File: src/include/e1ofi_pkg.sv
// constants for the e1 transmit frame overhead insertion block
package e1ofi_pkg;
  // ------------------------------------------------------------
  // channels and register indexes (byte address = 4 * index)
  // ------------------------------------------------------------
  localparam int unsigned NUM_CHAN = 8;
  localparam logic [7:0] IDX_MODE = 8'h62;
  localparam logic [7:0] IDX_SA_CTRL = 8'h64;
  localparam logic [7:0] IDX_SA6_CW = 8'h67;
  localparam logic [7:0] IDX_SA7_CW = 8'h68;
  localparam logic [7:0] IDX_SA8_CW = 8'h69;
  localparam logic [7:0] IDX_EXTRA = 8'h6A;
  localparam logic [7:0] IDX_MAINT_A = 8'h6B;
  localparam logic [7:0] IDX_MAINT_B = 8'h6C;
  localparam logic [7:0] IDX_IRQ_EN = 8'h6D;
  localparam logic [7:0] IDX_IRQ_FLAG = 8'h6E;
  localparam logic [11:0] IDX_CHAN_STRIDE = 12'h100;
  // ------------------------------------------------------------
  // reset values and writable masks
  // ------------------------------------------------------------
  localparam logic [7:0] RST_MODE = 8'h06;
  localparam logic [7:0] RST_SA_CTRL = 8'h00;
  localparam logic [7:0] RST_CW = 8'h0F;
  localparam logic [7:0] RST_EXTRA = 8'h0B;
  localparam logic [7:0] RST_MAINT = 8'h00;
  localparam logic [7:0] RST_IRQ = 8'h00;
  localparam logic [7:0] MASK_MODE = 8'h4F;
  localparam logic [7:0] MASK_SA_CTRL = 8'h07;
  localparam logic [7:0] MASK_CW = 8'h0F;
  localparam logic [7:0] MASK_EXTRA = 8'h0B;
  localparam logic [7:0] MASK_MAINT_A = 8'h3F;
  localparam logic [7:0] MASK_MAINT_B = 8'h07;
  localparam logic [7:0] MASK_IRQ = 8'h1F;
  // ------------------------------------------------------------
  // field positions
  // ------------------------------------------------------------
  localparam int unsigned MODE_FRAME_GEN_OFF = 0;
  localparam int unsigned MODE_CRC_MULTI_GEN_EN = 1;
  localparam int unsigned MODE_CAS_MULTI_GEN_EN = 2;
  localparam int unsigned MODE_MODIFIED_CRC = 3;
  localparam int unsigned MODE_EXTRA_BITS_REPLACE_OFF = 6;
  localparam int unsigned SA_SIX_INSERT_EN = 2;
  localparam int unsigned SA_SEVEN_INSERT_EN = 1;
  localparam int unsigned SA_EIGHT_INSERT_EN = 0;
  localparam int unsigned EXTRA_X0 = 3;
  localparam int unsigned EXTRA_X1 = 1;
  localparam int unsigned EXTRA_X2 = 0;
  localparam int unsigned MA_SLOT16_ZERO_FILL = 5;
  localparam int unsigned MA_SLOT16_ONES_FILL = 4;
  localparam int unsigned MA_Y_BIT_VALUE = 3;
  localparam int unsigned MA_ALARM_CRITERIA_SELECT = 2;
  localparam int unsigned MA_AUTO_REMOTE_ALARM_EN = 1;
  localparam int unsigned MA_MANUAL_REMOTE_ALARM = 0;
  localparam int unsigned MB_ALIGN_SHIFT_TOGGLE = 2;
  localparam int unsigned MB_TX_ZERO_FILL = 1;
  localparam int unsigned MB_TX_ONES_FILL = 0;
  localparam int unsigned FLAG_SUBMF = 4;
  localparam int unsigned FLAG_ALIGN_WORD = 3;
  localparam int unsigned FLAG_SIG_MULTI = 2;
  localparam int unsigned FLAG_CRC_MULTI = 1;
  localparam int unsigned FLAG_BASIC_FRAME = 0;
  // ------------------------------------------------------------
  // frame geometry (bit position 0 is bit 1 of a slot)
  // ------------------------------------------------------------
  localparam logic [4:0] SLOT_ALIGN = 5'h00;
  localparam logic [4:0] SLOT_SIGNAL = 5'h10;
  localparam logic [4:0] SLOT_LAST = 5'h1F;
  localparam logic [2:0] BIT_LAST = 3'h7;
  localparam logic [3:0] FRAME_LAST = 4'hF;
  localparam logic [2:0] BITPOS_A = 3'h2;
  localparam logic [2:0] BITPOS_SA6 = 3'h5;
  localparam logic [2:0] BITPOS_SA7 = 3'h6;
  localparam logic [2:0] BITPOS_SA8 = 3'h7;
  localparam logic [2:0] BITPOS_X0 = 3'h4;
  localparam logic [2:0] BITPOS_Y = 3'h5;
  localparam logic [2:0] BITPOS_X1 = 3'h6;
  localparam logic [2:0] BITPOS_X2 = 3'h7;
endpackage : e1ofi_pkg

File: src/verilog/e1ofi_pos.sv
// frame position counter with one-bit deletion for alignment shifts
`timescale 1ns/1ps
`default_nettype none
module e1ofi_pos (
  input wire logic clk_in,
  input wire logic rstn_in,
  input wire logic ce_in,
  input wire logic bit_en_in,
  input wire logic shift_req_in,
  output logic accept_out,
  output logic [2:0] bitpos_out,
  output logic [4:0] slot_out,
  output logic [3:0] frame_out
);
  // ------------------------------------------------------------
  // counters
  // ------------------------------------------------------------
  logic shift_pend_q;
  logic [2:0] bitpos_q;
  logic [4:0] slot_q;
  logic [3:0] frame_q;
  logic take_shift;

  // a pending shift swallows the next incoming bit
  assign take_shift = bit_en_in && (shift_pend_q || shift_req_in);
  assign accept_out = bit_en_in && !take_shift;
  assign bitpos_out = bitpos_q;
  assign slot_out = slot_q;
  assign frame_out = frame_q;

  always_ff @(posedge clk_in or negedge rstn_in) begin
    if (!rstn_in) begin
      shift_pend_q <= 1'b0;
    end else if (ce_in) begin
      // a request that lands with no bit waits for the next one
      shift_pend_q <= (shift_pend_q || shift_req_in) && !bit_en_in;
    end
  end

  always_ff @(posedge clk_in or negedge rstn_in) begin
    if (!rstn_in) begin
      bitpos_q <= 3'h0;
      slot_q <= 5'h00;
      frame_q <= 4'h0;
    end else if (ce_in && accept_out) begin
      bitpos_q <= bitpos_q + 3'h1;
      if (bitpos_q == e1ofi_pkg::BIT_LAST) begin
        slot_q <= slot_q + 5'h01;
        if (slot_q == e1ofi_pkg::SLOT_LAST) begin
          frame_q <= frame_q + 4'h1;
        end
      end
    end
  end
endmodule : e1ofi_pos
`default_nettype wire

File: src/verilog/e1ofi_top.sv
// eight-channel e1 transmit frame overhead insertion with apb registers
`timescale 1ns/1ps
`default_nettype none
// Operation
// - basic frames insert first spare codeword bit
// - crc multiframe inserts four codeword bits per submultiframe
// - signaling multiframe carries programmed extra bits
// - slot sixteen zero fill while set
// - slot sixteen ones fill while set
// - y bit sent in signaling frame zero
// - alarm criteria select picks alarm conditions
// - automatic alarm sets a bit when enabled
// - manual alarm sets a bit whenever frame generation is on
// - each shift toggle change deletes one bit
// - whole stream zero fill while set
// - whole stream ones fill while set
// - flags reach interrupt only when enabled
// - flag at each submultiframe start
// - flag at each alignment word start
// - flag at each signaling multiframe start
// - flag at each crc multiframe start
// - flag at each basic frame start
// - writing one clears flag, zero keeps
// - eight register copies spaced by 0x100
// - frame generation and multiframe type enables
// - spare groups replaced only when enabled
// - extra bit replacement off when disabled
module e1ofi_top #(
  parameter int unsigned NCH = e1ofi_pkg::NUM_CHAN
) (
  input wire logic CLK_IN,
  input wire logic RSTN_IN,
  input wire logic CE_IN,
  input wire logic PSEL_IN,
  input wire logic PENABLE_IN,
  input wire logic PWRITE_IN,
  input wire logic [15:0] PADDR_IN,
  input wire logic [31:0] PWDATA_IN,
  output logic [31:0] PRDATA_OUT,
  output logic PREADY_OUT,
  output logic PSLVERR_OUT,
  input wire logic [NCH-1:0] TX_BIT_EN_IN,
  input wire logic [NCH-1:0] TX_DATA_IN,
  input wire logic [NCH-1:0] RX_FRAME_LOSS_IN,
  input wire logic [NCH-1:0] RX_INTERWORK_IN,
  input wire logic [NCH-1:0] RX_OFFLINE_LOSS_IN,
  output logic [NCH-1:0] TX_VALID_OUT,
  output logic [NCH-1:0] TX_DATA_OUT,
  output logic IRQ_OUT
);
  // ------------------------------------------------------------
  // apb decode
  // ------------------------------------------------------------
  logic [13:0] word_idx;
  logic [2:0] chan_sel;
  logic [7:0] reg_sel;
  logic reg_known;
  logic addr_ok;
  logic setup_ph;
  logic wr_acc;
  logic [7:0] wdata8;
  logic [31:0] prdata_q;
  logic slverr_q;
  logic [7:0] rd_byte;

  assign word_idx = PADDR_IN[15:2];
  assign chan_sel = word_idx[10:8];
  assign reg_sel = word_idx[7:0];
  assign wdata8 = PWDATA_IN[7:0];
  assign setup_ph = PSEL_IN && !PENABLE_IN;

  always_comb begin
    case (reg_sel)
      e1ofi_pkg::IDX_MODE,
      e1ofi_pkg::IDX_SA_CTRL,
      e1ofi_pkg::IDX_SA6_CW,
      e1ofi_pkg::IDX_SA7_CW,
      e1ofi_pkg::IDX_SA8_CW,
      e1ofi_pkg::IDX_EXTRA,
      e1ofi_pkg::IDX_MAINT_A,
      e1ofi_pkg::IDX_MAINT_B,
      e1ofi_pkg::IDX_IRQ_EN,
      e1ofi_pkg::IDX_IRQ_FLAG: reg_known = 1'b1;
      default: reg_known = 1'b0;
    endcase
  end

  // channel copies repeat every stride; higher index bits must be zero
  assign addr_ok = reg_known && (word_idx[13:11] == 3'h0) && (PADDR_IN[1:0] == 2'h0)
    && (32'(chan_sel) < NCH);
  assign wr_acc = PSEL_IN && PENABLE_IN && PWRITE_IN && addr_ok && CE_IN;

  // ------------------------------------------------------------
  // per-channel register storage
  // ------------------------------------------------------------
  logic [7:0] mode_q [NCH];
  logic [7:0] sa_ctrl_q [NCH];
  logic [7:0] cw6_q [NCH];
  logic [7:0] cw7_q [NCH];
  logic [7:0] cw8_q [NCH];
  logic [7:0] extra_q [NCH];
  logic [7:0] maint_a_q [NCH];
  logic [7:0] maint_b_q [NCH];
  logic [7:0] irq_en_q [NCH];
  logic [7:0] irq_flag_q [NCH];
  logic [NCH-1:0] chan_irq;

  // ------------------------------------------------------------
  // read data, captured in the setup phase
  // ------------------------------------------------------------
  always_comb begin
    case (reg_sel)
      e1ofi_pkg::IDX_MODE: rd_byte = mode_q[chan_sel];
      e1ofi_pkg::IDX_SA_CTRL: rd_byte = sa_ctrl_q[chan_sel];
      e1ofi_pkg::IDX_SA6_CW: rd_byte = cw6_q[chan_sel];
      e1ofi_pkg::IDX_SA7_CW: rd_byte = cw7_q[chan_sel];
      e1ofi_pkg::IDX_SA8_CW: rd_byte = cw8_q[chan_sel];
      e1ofi_pkg::IDX_EXTRA: rd_byte = extra_q[chan_sel];
      e1ofi_pkg::IDX_MAINT_A: rd_byte = maint_a_q[chan_sel];
      e1ofi_pkg::IDX_MAINT_B: rd_byte = maint_b_q[chan_sel];
      e1ofi_pkg::IDX_IRQ_EN: rd_byte = irq_en_q[chan_sel];
      e1ofi_pkg::IDX_IRQ_FLAG: rd_byte = irq_flag_q[chan_sel];
      default: rd_byte = 8'h00;
    endcase
  end

  always_ff @(posedge CLK_IN or negedge RSTN_IN) begin
    if (!RSTN_IN) begin
      prdata_q <= 32'h0000_0000;
      slverr_q <= 1'b0;
    end else if (CE_IN && setup_ph) begin
      prdata_q <= (addr_ok && !PWRITE_IN) ? {24'h00_0000, rd_byte} : 32'h0000_0000;
      slverr_q <= !addr_ok;
    end
  end

  // zero wait states; a frozen clock enable stretches the access
  assign PREADY_OUT = CE_IN;
  assign PRDATA_OUT = prdata_q;
  assign PSLVERR_OUT = slverr_q && PSEL_IN && PENABLE_IN;
  assign IRQ_OUT = |chan_irq;

  // ------------------------------------------------------------
  // channels
  // ------------------------------------------------------------
  for (genvar c = 0; c < NCH; c++) begin : g_chan
    logic wr_me;
    logic [7:0] flag_set;
    logic [7:0] flag_clr;
    logic shift_prev_q;
    logic shift_req;
    logic accept;
    logic [2:0] bitpos;
    logic [4:0] slot;
    logic [3:0] frame;
    logic gen_on;
    logic crc_on;
    logic cas_on;
    logic alarm;
    logic [1:0] cw_idx;
    logic [1:0] cw_sel;
    logic bit_d;
    logic valid_q;
    logic data_q;
    logic first_bit;
    logic odd_ts0;
    logic cas_slot;

    assign wr_me = wr_acc && (32'(chan_sel) == c);

    always_ff @(posedge CLK_IN or negedge RSTN_IN) begin
      if (!RSTN_IN) begin
        mode_q[c] <= e1ofi_pkg::RST_MODE;
        sa_ctrl_q[c] <= e1ofi_pkg::RST_SA_CTRL;
        cw6_q[c] <= e1ofi_pkg::RST_CW;
        cw7_q[c] <= e1ofi_pkg::RST_CW;
        cw8_q[c] <= e1ofi_pkg::RST_CW;
        extra_q[c] <= e1ofi_pkg::RST_EXTRA;
        maint_a_q[c] <= e1ofi_pkg::RST_MAINT;
        maint_b_q[c] <= e1ofi_pkg::RST_MAINT;
        irq_en_q[c] <= e1ofi_pkg::RST_IRQ;
      end else if (wr_me) begin
        case (reg_sel)
          e1ofi_pkg::IDX_MODE: mode_q[c] <= wdata8 & e1ofi_pkg::MASK_MODE;
          e1ofi_pkg::IDX_SA_CTRL: sa_ctrl_q[c] <= wdata8 & e1ofi_pkg::MASK_SA_CTRL;
          e1ofi_pkg::IDX_SA6_CW: cw6_q[c] <= wdata8 & e1ofi_pkg::MASK_CW;
          e1ofi_pkg::IDX_SA7_CW: cw7_q[c] <= wdata8 & e1ofi_pkg::MASK_CW;
          e1ofi_pkg::IDX_SA8_CW: cw8_q[c] <= wdata8 & e1ofi_pkg::MASK_CW;
          e1ofi_pkg::IDX_EXTRA: extra_q[c] <= wdata8 & e1ofi_pkg::MASK_EXTRA;
          e1ofi_pkg::IDX_MAINT_A: maint_a_q[c] <= wdata8 & e1ofi_pkg::MASK_MAINT_A;
          e1ofi_pkg::IDX_MAINT_B: maint_b_q[c] <= wdata8 & e1ofi_pkg::MASK_MAINT_B;
          e1ofi_pkg::IDX_IRQ_EN: irq_en_q[c] <= wdata8 & e1ofi_pkg::MASK_IRQ;
          default: mode_q[c] <= mode_q[c];
        endcase
      end
    end

    // ----------------------------------------------------------
    // frame position and alignment shift
    // ----------------------------------------------------------
    always_ff @(posedge CLK_IN or negedge RSTN_IN) begin
      if (!RSTN_IN) begin
        shift_prev_q <= 1'b0;
      end else if (CE_IN) begin
        shift_prev_q <= maint_b_q[c][e1ofi_pkg::MB_ALIGN_SHIFT_TOGGLE];
      end
    end

    // either edge of the toggle asks for one deleted bit
    assign shift_req = shift_prev_q != maint_b_q[c][e1ofi_pkg::MB_ALIGN_SHIFT_TOGGLE];

    e1ofi_pos u_pos (
      .clk_in(CLK_IN),
      .rstn_in(RSTN_IN),
      .ce_in(CE_IN),
      .bit_en_in(TX_BIT_EN_IN[c]),
      .shift_req_in(shift_req),
      .accept_out(accept),
      .bitpos_out(bitpos),
      .slot_out(slot),
      .frame_out(frame)
    );

    assign gen_on = !mode_q[c][e1ofi_pkg::MODE_FRAME_GEN_OFF];
    assign crc_on = gen_on && mode_q[c][e1ofi_pkg::MODE_CRC_MULTI_GEN_EN];
    assign cas_on = gen_on && mode_q[c][e1ofi_pkg::MODE_CAS_MULTI_GEN_EN];
    assign first_bit = accept && (bitpos == 3'h0) && (slot == e1ofi_pkg::SLOT_ALIGN);
    assign odd_ts0 = (slot == e1ofi_pkg::SLOT_ALIGN) && frame[0];
    assign cas_slot = cas_on && (slot == e1ofi_pkg::SLOT_SIGNAL) && (frame == 4'h0);

    // ----------------------------------------------------------
    // remote alarm criteria
    // ----------------------------------------------------------
    always_comb begin
      alarm = maint_a_q[c][e1ofi_pkg::MA_MANUAL_REMOTE_ALARM];
      if (maint_a_q[c][e1ofi_pkg::MA_AUTO_REMOTE_ALARM_EN]) begin
        if (maint_a_q[c][e1ofi_pkg::MA_ALARM_CRITERIA_SELECT]) begin
          alarm = alarm || RX_FRAME_LOSS_IN[c];
        end else begin
          alarm = alarm || RX_FRAME_LOSS_IN[c] || RX_INTERWORK_IN[c] || RX_OFFLINE_LOSS_IN[c];
        end
      end
    end

    // sa bit n of a submultiframe sits in odd frame 2n-1; bit 1 is field bit 3
    assign cw_idx = crc_on ? frame[2:1] : 2'h0;
    assign cw_sel = 2'h3 - cw_idx;

    // ----------------------------------------------------------
    // overhead insertion and fills, later stages win
    // ----------------------------------------------------------
    always_comb begin
      bit_d = TX_DATA_IN[c];
      if (gen_on && odd_ts0) begin
        if (bitpos == e1ofi_pkg::BITPOS_A && alarm) begin
          bit_d = 1'b1;
        end
        if (bitpos == e1ofi_pkg::BITPOS_SA6 && sa_ctrl_q[c][e1ofi_pkg::SA_SIX_INSERT_EN]) begin
          bit_d = cw6_q[c][cw_sel];
        end
        if (bitpos == e1ofi_pkg::BITPOS_SA7 && sa_ctrl_q[c][e1ofi_pkg::SA_SEVEN_INSERT_EN]) begin
          bit_d = cw7_q[c][cw_sel];
        end
        if (bitpos == e1ofi_pkg::BITPOS_SA8 && sa_ctrl_q[c][e1ofi_pkg::SA_EIGHT_INSERT_EN]) begin
          bit_d = cw8_q[c][cw_sel];
        end
      end
      if (cas_slot) begin
        if (bitpos == e1ofi_pkg::BITPOS_Y) begin
          bit_d = maint_a_q[c][e1ofi_pkg::MA_Y_BIT_VALUE];
        end
        if (!mode_q[c][e1ofi_pkg::MODE_EXTRA_BITS_REPLACE_OFF]) begin
          if (bitpos == e1ofi_pkg::BITPOS_X0) begin
            bit_d = extra_q[c][e1ofi_pkg::EXTRA_X0];
          end
          if (bitpos == e1ofi_pkg::BITPOS_X1) begin
            bit_d = extra_q[c][e1ofi_pkg::EXTRA_X1];
          end
          if (bitpos == e1ofi_pkg::BITPOS_X2) begin
            bit_d = extra_q[c][e1ofi_pkg::EXTRA_X2];
          end
        end
      end
      if (slot == e1ofi_pkg::SLOT_SIGNAL) begin
        if (maint_a_q[c][e1ofi_pkg::MA_SLOT16_ZERO_FILL]) begin
          bit_d = 1'b0;
        end
        // ones wins when both fills are set
        if (maint_a_q[c][e1ofi_pkg::MA_SLOT16_ONES_FILL]) begin
          bit_d = 1'b1;
        end
      end
      if (maint_b_q[c][e1ofi_pkg::MB_TX_ZERO_FILL]) begin
        bit_d = 1'b0;
      end
      // whole stream ones fill outranks the zero fill
      if (maint_b_q[c][e1ofi_pkg::MB_TX_ONES_FILL]) begin
        bit_d = 1'b1;
      end
    end

    always_ff @(posedge CLK_IN or negedge RSTN_IN) begin
      if (!RSTN_IN) begin
        valid_q <= 1'b0;
        data_q <= 1'b0;
      end else if (CE_IN) begin
        valid_q <= accept;
        if (accept) begin
          data_q <= bit_d;
        end
      end
    end

    assign TX_VALID_OUT[c] = valid_q;
    assign TX_DATA_OUT[c] = data_q;

    // ----------------------------------------------------------
    // boundary flags
    // ----------------------------------------------------------
    always_comb begin
      flag_set = 8'h00;
      flag_set[e1ofi_pkg::FLAG_BASIC_FRAME] = gen_on && first_bit;
      flag_set[e1ofi_pkg::FLAG_ALIGN_WORD] = gen_on && first_bit && !frame[0];
      flag_set[e1ofi_pkg::FLAG_SUBMF] = crc_on && first_bit && (frame[2:0] == 3'h0);
      flag_set[e1ofi_pkg::FLAG_CRC_MULTI] = crc_on && first_bit && (frame == 4'h0);
      flag_set[e1ofi_pkg::FLAG_SIG_MULTI] = cas_on && first_bit && (frame == 4'h0);
    end

    assign flag_clr = (wr_me && reg_sel == e1ofi_pkg::IDX_IRQ_FLAG) ? (wdata8 & e1ofi_pkg::MASK_IRQ) : 8'h00;

    always_ff @(posedge CLK_IN or negedge RSTN_IN) begin
      if (!RSTN_IN) begin
        irq_flag_q[c] <= e1ofi_pkg::RST_IRQ;
      end else if (CE_IN) begin
        // a new event beats a clear in the same cycle
        irq_flag_q[c] <= (irq_flag_q[c] & ~flag_clr) | flag_set;
      end
    end

    assign chan_irq[c] = |(irq_flag_q[c] & irq_en_q[c]);
  end
endmodule : e1ofi_top
`default_nettype wire

File: config.mk
export PLATFORM = sky130hd
export DESIGN_NAME = e1ofi_top
export DESIGN_NICKNAME = d
export VERILOG_FILES = /design/src/include/e1ofi_pkg.sv /design/src/verilog/e1ofi_pos.sv /design/src/verilog/e1ofi_top.sv
export SDC_FILE = /design/constraint.sdc
export NUM_CORES = 1
export LEC_CHECK = 0
export BUFFER_PORTS_ARGS = -buffer_cell sky130_fd_sc_hd__buf_2
export CAP_MARGIN = 40
export CORE_MARGIN = 4
export CORE_UTILIZATION = 40
export CTS_CLUSTER_DIAMETER = 120
export DETAILED_ROUTE_END_ITERATION = 12
export PLACE_DENSITY_LB_ADDON = 0.12
export SYNTH_ARGS = -nofsm -noshare
export SYNTH_HDL_FRONTEND = slang
export SYNTH_SLANG_ARGS = --single-unit
File: constraint.sdc
create_clock -name CLK_IN -period 1.9 [get_ports CLK_IN]
set_input_delay 0.19 -clock CLK_IN [delete_from_list [all_inputs] [get_ports CLK_IN]]
set_output_delay 0.19 -clock CLK_IN [all_outputs]
set_load 0.005 [all_outputs]
==> run_results.csv <==
group,metric,value,unit
sta,setup_tns,-1.42,ns
sta,timing_max_transition_violations_final,0,
sta,finClkSkew,0.0136,ns
detailed_routing,post-route-drc-count,0,
floorplan,io_pins,145,
logic_synthesis,yosysSeqAreaShare,45.9,%
worst_setup_path,cp-start-kind,"flop",
logic_synthesis,yosys_warnings,0,
detailed_routing,drt.antenna.violating_nets,0,
placement,placed_instance_area,0.0307,mm^2
sta,grt_setup_unrepaired,"yes",
clock_tree,h_tree_level_count,2,
final_layout,final_net_count,2932,
logic_synthesis,synth_async_sr_flop_share,100,%
sta,max_slew.worst_pin.slew,0.558,ns
floorplan,dieHeight,264,um
logic_synthesis,synthFlopType,"sky130_fd_sc_hd__dfrtp_1",
clock_tree,cts_sinks,472,
detailed_routing,detail_route.wirelength,97400,um
logic_synthesis,ys_types,77,
power,power.ir.vdd_worst,0.000670,V
global_route,groute.usage.overall,27.4,%
detailed_routing,routedWlPerCell,26.6,um
clock_tree,clock_tree_from_tritoncts,"built",
placement,buffer_ports.inserted,94,
final_layout,final_design_area_no_fill,0.0336,mm^2
power,static-leakage-power,15.0,nW
logic_synthesis,synth_area,0.0261,mm^2
floorplan,std_cell_rows,93,
worst_setup_path,critPathArrivalTime,2.15,ns
power,clockPowerShare,38.7,%
sta,fmax,428,MHz
sta,finalSetupViolCount,8,
floorplan,initial_core_util,40.5,%
final_layout,synthToLayoutAreaGrowth,28.8,%
global_route,grt_max_degree,72,
power,total_power_per_unit_cell_area,841,mW/mm^2
logic_synthesis,synth-edff-count,0,
min_path,hold_wc_path_type,"primary input to flop",
floorplan,dieArea,0.0695,mm^2
clock_tree,cts_root_buffer,"sky130_fd_sc_hd__clkbuf_16",
placement,place_worst_setup_slack,-0.445,ns
run_status,run_status,"finished with violations",
worst_setup_path,setup_slack_of_the_worst_register_to_register_path,-0.24,ns
logic_synthesis,syn_inst,2273,
power,pwr-share-seq,39.7,%
sta,timing.final.crit_share,123,%
global_route,first_pass_grt_wire_length,143000,um
global_route,grt_antenna_before_repair,8,
clock_tree,clock_path_buffers,3,
worst_setup_path,crit_type,"flop to output pin",
sta,max_slew_margin,62.4,%
detailed_routing,dr.first_iter.drc_count,1837,
global_route,global_route.overflow_total,0,
power,combinationalPowerShare,21.6,%
floorplan,floorplan.die.width,264,um
sta,layout_min_cycle_time,2.34,ns
run_status,failing_checks,"setup timing",
detailed_routing,detail_route.vias_per_cell,5.76,
power,internal-power,20.3,mW
worst_setup_path,critical_path.max_fanout,2,
detailed_routing,via_count,21100,
clock_tree,clock_insertion_delay_worst_skew,0.62,ns
global_route,number_of_global_route_vias_before_repair,21000,
placement,hpwlAfterDp,74500,um
final_layout,layout-drive-gt1-share,49.0,%
logic_synthesis,avgSynthCellArea,11.5,um^2
sta,final-hold-violation-count,0,
power,power_switching_share,28.2,%
floorplan,design.core.area,0.0646,mm^2
power,design_power_total,28.3,mW
logic_synthesis,seq_cells_post_synth,472,
clock_tree,tritoncts.num_buffers,54,
power,netSwitchingPower,7.96,mW
placement,routabilityCongestion,0.977,
detailed_routing,drtPass1Iterations,5,
clock_tree,clkSlewWorstSetupHoldPaths,0.07,ns
worst_setup_path,required_time_of_the_worst_setup_path,1.71,ns
sta,fin_ws,-0.437,ns
worst_setup_path,critical_path.endpoint_type,"output pin",
job,max_cap_viol_count,0,
[metrics by stage]
| stage | util (%) | instances | hold WS [ns] |
|---|---|---|---|
| 2_1_floorplan | - | 2297 | -0.106 |
| 3_3_place_gp | 47.5 | 3517 | 0.129 |
| 3_5_place_dp | 47.5 | 3517 | 0.128 |
| 4_1_cts | 51.0 | 3641 | 0.0168 |
| 5_1_grt | 52.1 | 3659 | 0.0300 |
| 6_report | 52.1 | 3661 | 0.0200 |
[registers in the layout (all words and copies together) (netlist names)]
name	count
maint_a_q	48
g_chan.u_pos.slot_out	40
irq_en_q	40
irq_flag_q	40
mode_q	40
cw6_q	32
cw7_q	32
cw8_q	32
g_chan.u_pos.frame_out	32
extra_q	24
g_chan.u_pos.bitpos_out	24
maint_b_q	24
sa_ctrl_q	24
g_chan.data_q	8
g_chan.shift_prev_q	8
g_chan.u_pos.shift_pend_q	8
g_chan.valid_q	8
PRDATA_OUT	7
slverr_q	1
[per-layer routing]
metal / track usage [%] / up-vias / wire length (um)
met5: 0 / - / 23
met3: 6.61 / 127 / 8980
met1: 41.3 / 10800 / 44500
met2: 40.0 / 856 / 41600
li1: - / 9270 / -
met4: 6.62 / 4 / 2340
[power by group through the flow]
stage | combinational (mW) | sequential, mW | clock [mW]
after floorplan | 2.81 | 11.3 | 0
after global placement | 5.06 | 11.3 | 0
after detailed placement | 5.17 | 11.3 | 0
after CTS | 5.45 | 11.2 | 11.1
after global routing | 6.79 | 11.3 | 11.5
final | 6.12 | 11.2 | 10.9
[cells by family (layout without fill, tap and decap cells)]
kind of cell | after synthesis | after routing | share of synthesized area [%]
other cells | 1 | 27 | 0.0144
simple gates | 598 | 598 | 12.0
flops | 472 | 472 | 45.9
xor+xnor | 65 | 65 | 2.18
fa+ha+maj | 80 | 80 | 3.83
mux | 452 | 452 | 22.8
compound gates | 366 | 366 | 9.07
buf+inv | 239 | 746 | 4.27
[final cells by class]
type / count / area [um^2]
Clock buffer: 94 / 1710
Timing Repair Buffer: 566 / 4490
Antenna cell: 2 / 5.00
Inverter: 78 / 293
Sequential cell: 472 / 12000
Tap cell: 855 / 1070
Fill cell: 5709 / 30900
Multi-Input combinational cell: 1586 / 13900
Clock inverter: 8 / 140
[path summary, 6_finish.rpt]
kind / startpoint / end / cells after the start
setup reg to reg: g_chan[5].u_pos.slot_out[0] / irq_flag_q[19] / 6
hold / removal: TX_DATA_IN[1] / g_chan[1].data_q / 3
hold reg to reg: g_chan[2].valid_q / g_chan[2].valid_q / 1
max in group asynchronous: RSTN_IN / cw7_q[2] / 3
setup / recovery: irq_en_q[28] / IRQ_OUT / 6
min in group asynchronous: RSTN_IN / g_chan[0].u_pos.slot_out[4] / 2
[cell usage in the layout (no fill, tap or decap), types with 25 or more instances in the layout]
cell type	synthesis	final
sky130_fd_sc_hd__buf_4	49	421
sky130_fd_sc_hd__nor2_1	139	121
sky130_fd_sc_hd__ha_1	80	51
sky130_fd_sc_hd__dfrtp_1	336	329
sky130_fd_sc_hd__mux4_2	80	80
sky130_fd_sc_hd__buf_2	22	91
sky130_fd_sc_hd__buf_12	0	31
sky130_fd_sc_hd__a31oi_1	36	36
sky130_fd_sc_hd__mux2_2	335	334
sky130_fd_sc_hd__a21oi_1	54	43
sky130_fd_sc_hd__xnor2_1	47	47
sky130_fd_sc_hd__a22oi_1	34	29
sky130_fd_sc_hd__o21ai_0	111	92
sky130_fd_sc_hd__dfstp_2	136	136
sky130_fd_sc_hd__nand3b_1	27	27
sky130_fd_sc_hd__clkbuf_16	0	57
sky130_fd_sc_hd__nand3_1	73	68
sky130_fd_sc_hd__nand4_1	30	30
sky130_fd_sc_hd__nand2_1	144	143
sky130_fd_sc_hd__conb_1	1	25
sky130_fd_sc_hd__inv_1	78	69
sky130_fd_sc_hd__mux2i_1	37	35
[synth_stat cells, types with 6 or more instances]
cell	instances	area share (%)
sky130_fd_sc_hd__clkbuf_1	81	1.2
sky130_fd_sc_hd__nor4_1	10	0.24
sky130_fd_sc_hd__mux2i_1	37	1.4
sky130_fd_sc_hd__nand4_1	30	0.72
sky130_fd_sc_hd__buf_4	49	1.4
sky130_fd_sc_hd__a21o_1	10	0.29
sky130_fd_sc_hd__o211ai_1	7	0.20
sky130_fd_sc_hd__a21oi_1	54	1.0
sky130_fd_sc_hd__o2111ai_1	7	0.23
sky130_fd_sc_hd__ha_1	80	3.8
sky130_fd_sc_hd__nor2_1	139	2.0
sky130_fd_sc_hd__nand2_1	144	2.1
sky130_fd_sc_hd__mux4_2	80	6.9
sky130_fd_sc_hd__nand2b_1	20	0.48
sky130_fd_sc_hd__xor2_1	18	0.60
sky130_fd_sc_hd__a211o_1	6	0.20
sky130_fd_sc_hd__xnor2_1	47	1.6
sky130_fd_sc_hd__nor2_2	11	0.26
sky130_fd_sc_hd__o21ai_0	111	2.1
sky130_fd_sc_hd__nand3b_1	27	0.78
sky130_fd_sc_hd__or2_2	11	0.26
sky130_fd_sc_hd__o22ai_1	9	0.22
sky130_fd_sc_hd__inv_1	78	1.1
sky130_fd_sc_hd__nor2b_1	22	0.53
sky130_fd_sc_hd__and3_1	26	0.62
sky130_fd_sc_hd__o21a_1	6	0.17
sky130_fd_sc_hd__dfstp_2	136	14
sky130_fd_sc_hd__nand4b_1	6	0.20
sky130_fd_sc_hd__a31oi_1	36	0.86
sky130_fd_sc_hd__buf_1	8	0.11
sky130_fd_sc_hd__nor3_1	22	0.42
sky130_fd_sc_hd__o31ai_1	15	0.43
sky130_fd_sc_hd__nand3_1	73	1.4
sky130_fd_sc_hd__buf_2	22	0.42
sky130_fd_sc_hd__nor3b_1	6	0.17
sky130_fd_sc_hd__o21bai_1	8	0.23
sky130_fd_sc_hd__mux2_2	335	14
sky130_fd_sc_hd__o221ai_1	16	0.54
sky130_fd_sc_hd__nor4b_1	9	0.30
sky130_fd_sc_hd__and2_1	11	0.26
sky130_fd_sc_hd__dfrtp_1	336	32
sky130_fd_sc_hd__a22oi_1	34	0.98
sky130_fd_sc_hd__a211oi_1	8	0.23
[worst max-delay path: stages (launching register included)]
cell                      delay (ns)
sky130_fd_sc_hd__dfrtp_1        0.40
sky130_fd_sc_hd__buf_6          0.12
sky130_fd_sc_hd__a22oi_2        0.14
sky130_fd_sc_hd__nand4_1        0.16
sky130_fd_sc_hd__nor4_2         0.32
sky130_fd_sc_hd__nand4_1        0.20
sky130_fd_sc_hd__buf_2          0.18
[what timing repair did]
item / 4_1_cts / 5_1_grt
hold endpoints to repair: 344 / 0
pin swaps: 26 / 53
endpoints found under the setup margin: 26 / 44
buffers inserted: 13 / 19
hold buffers: 9 / 0
resized for setup: 57 / 136
Note: power is estimated with default switching activity, not from simulation.
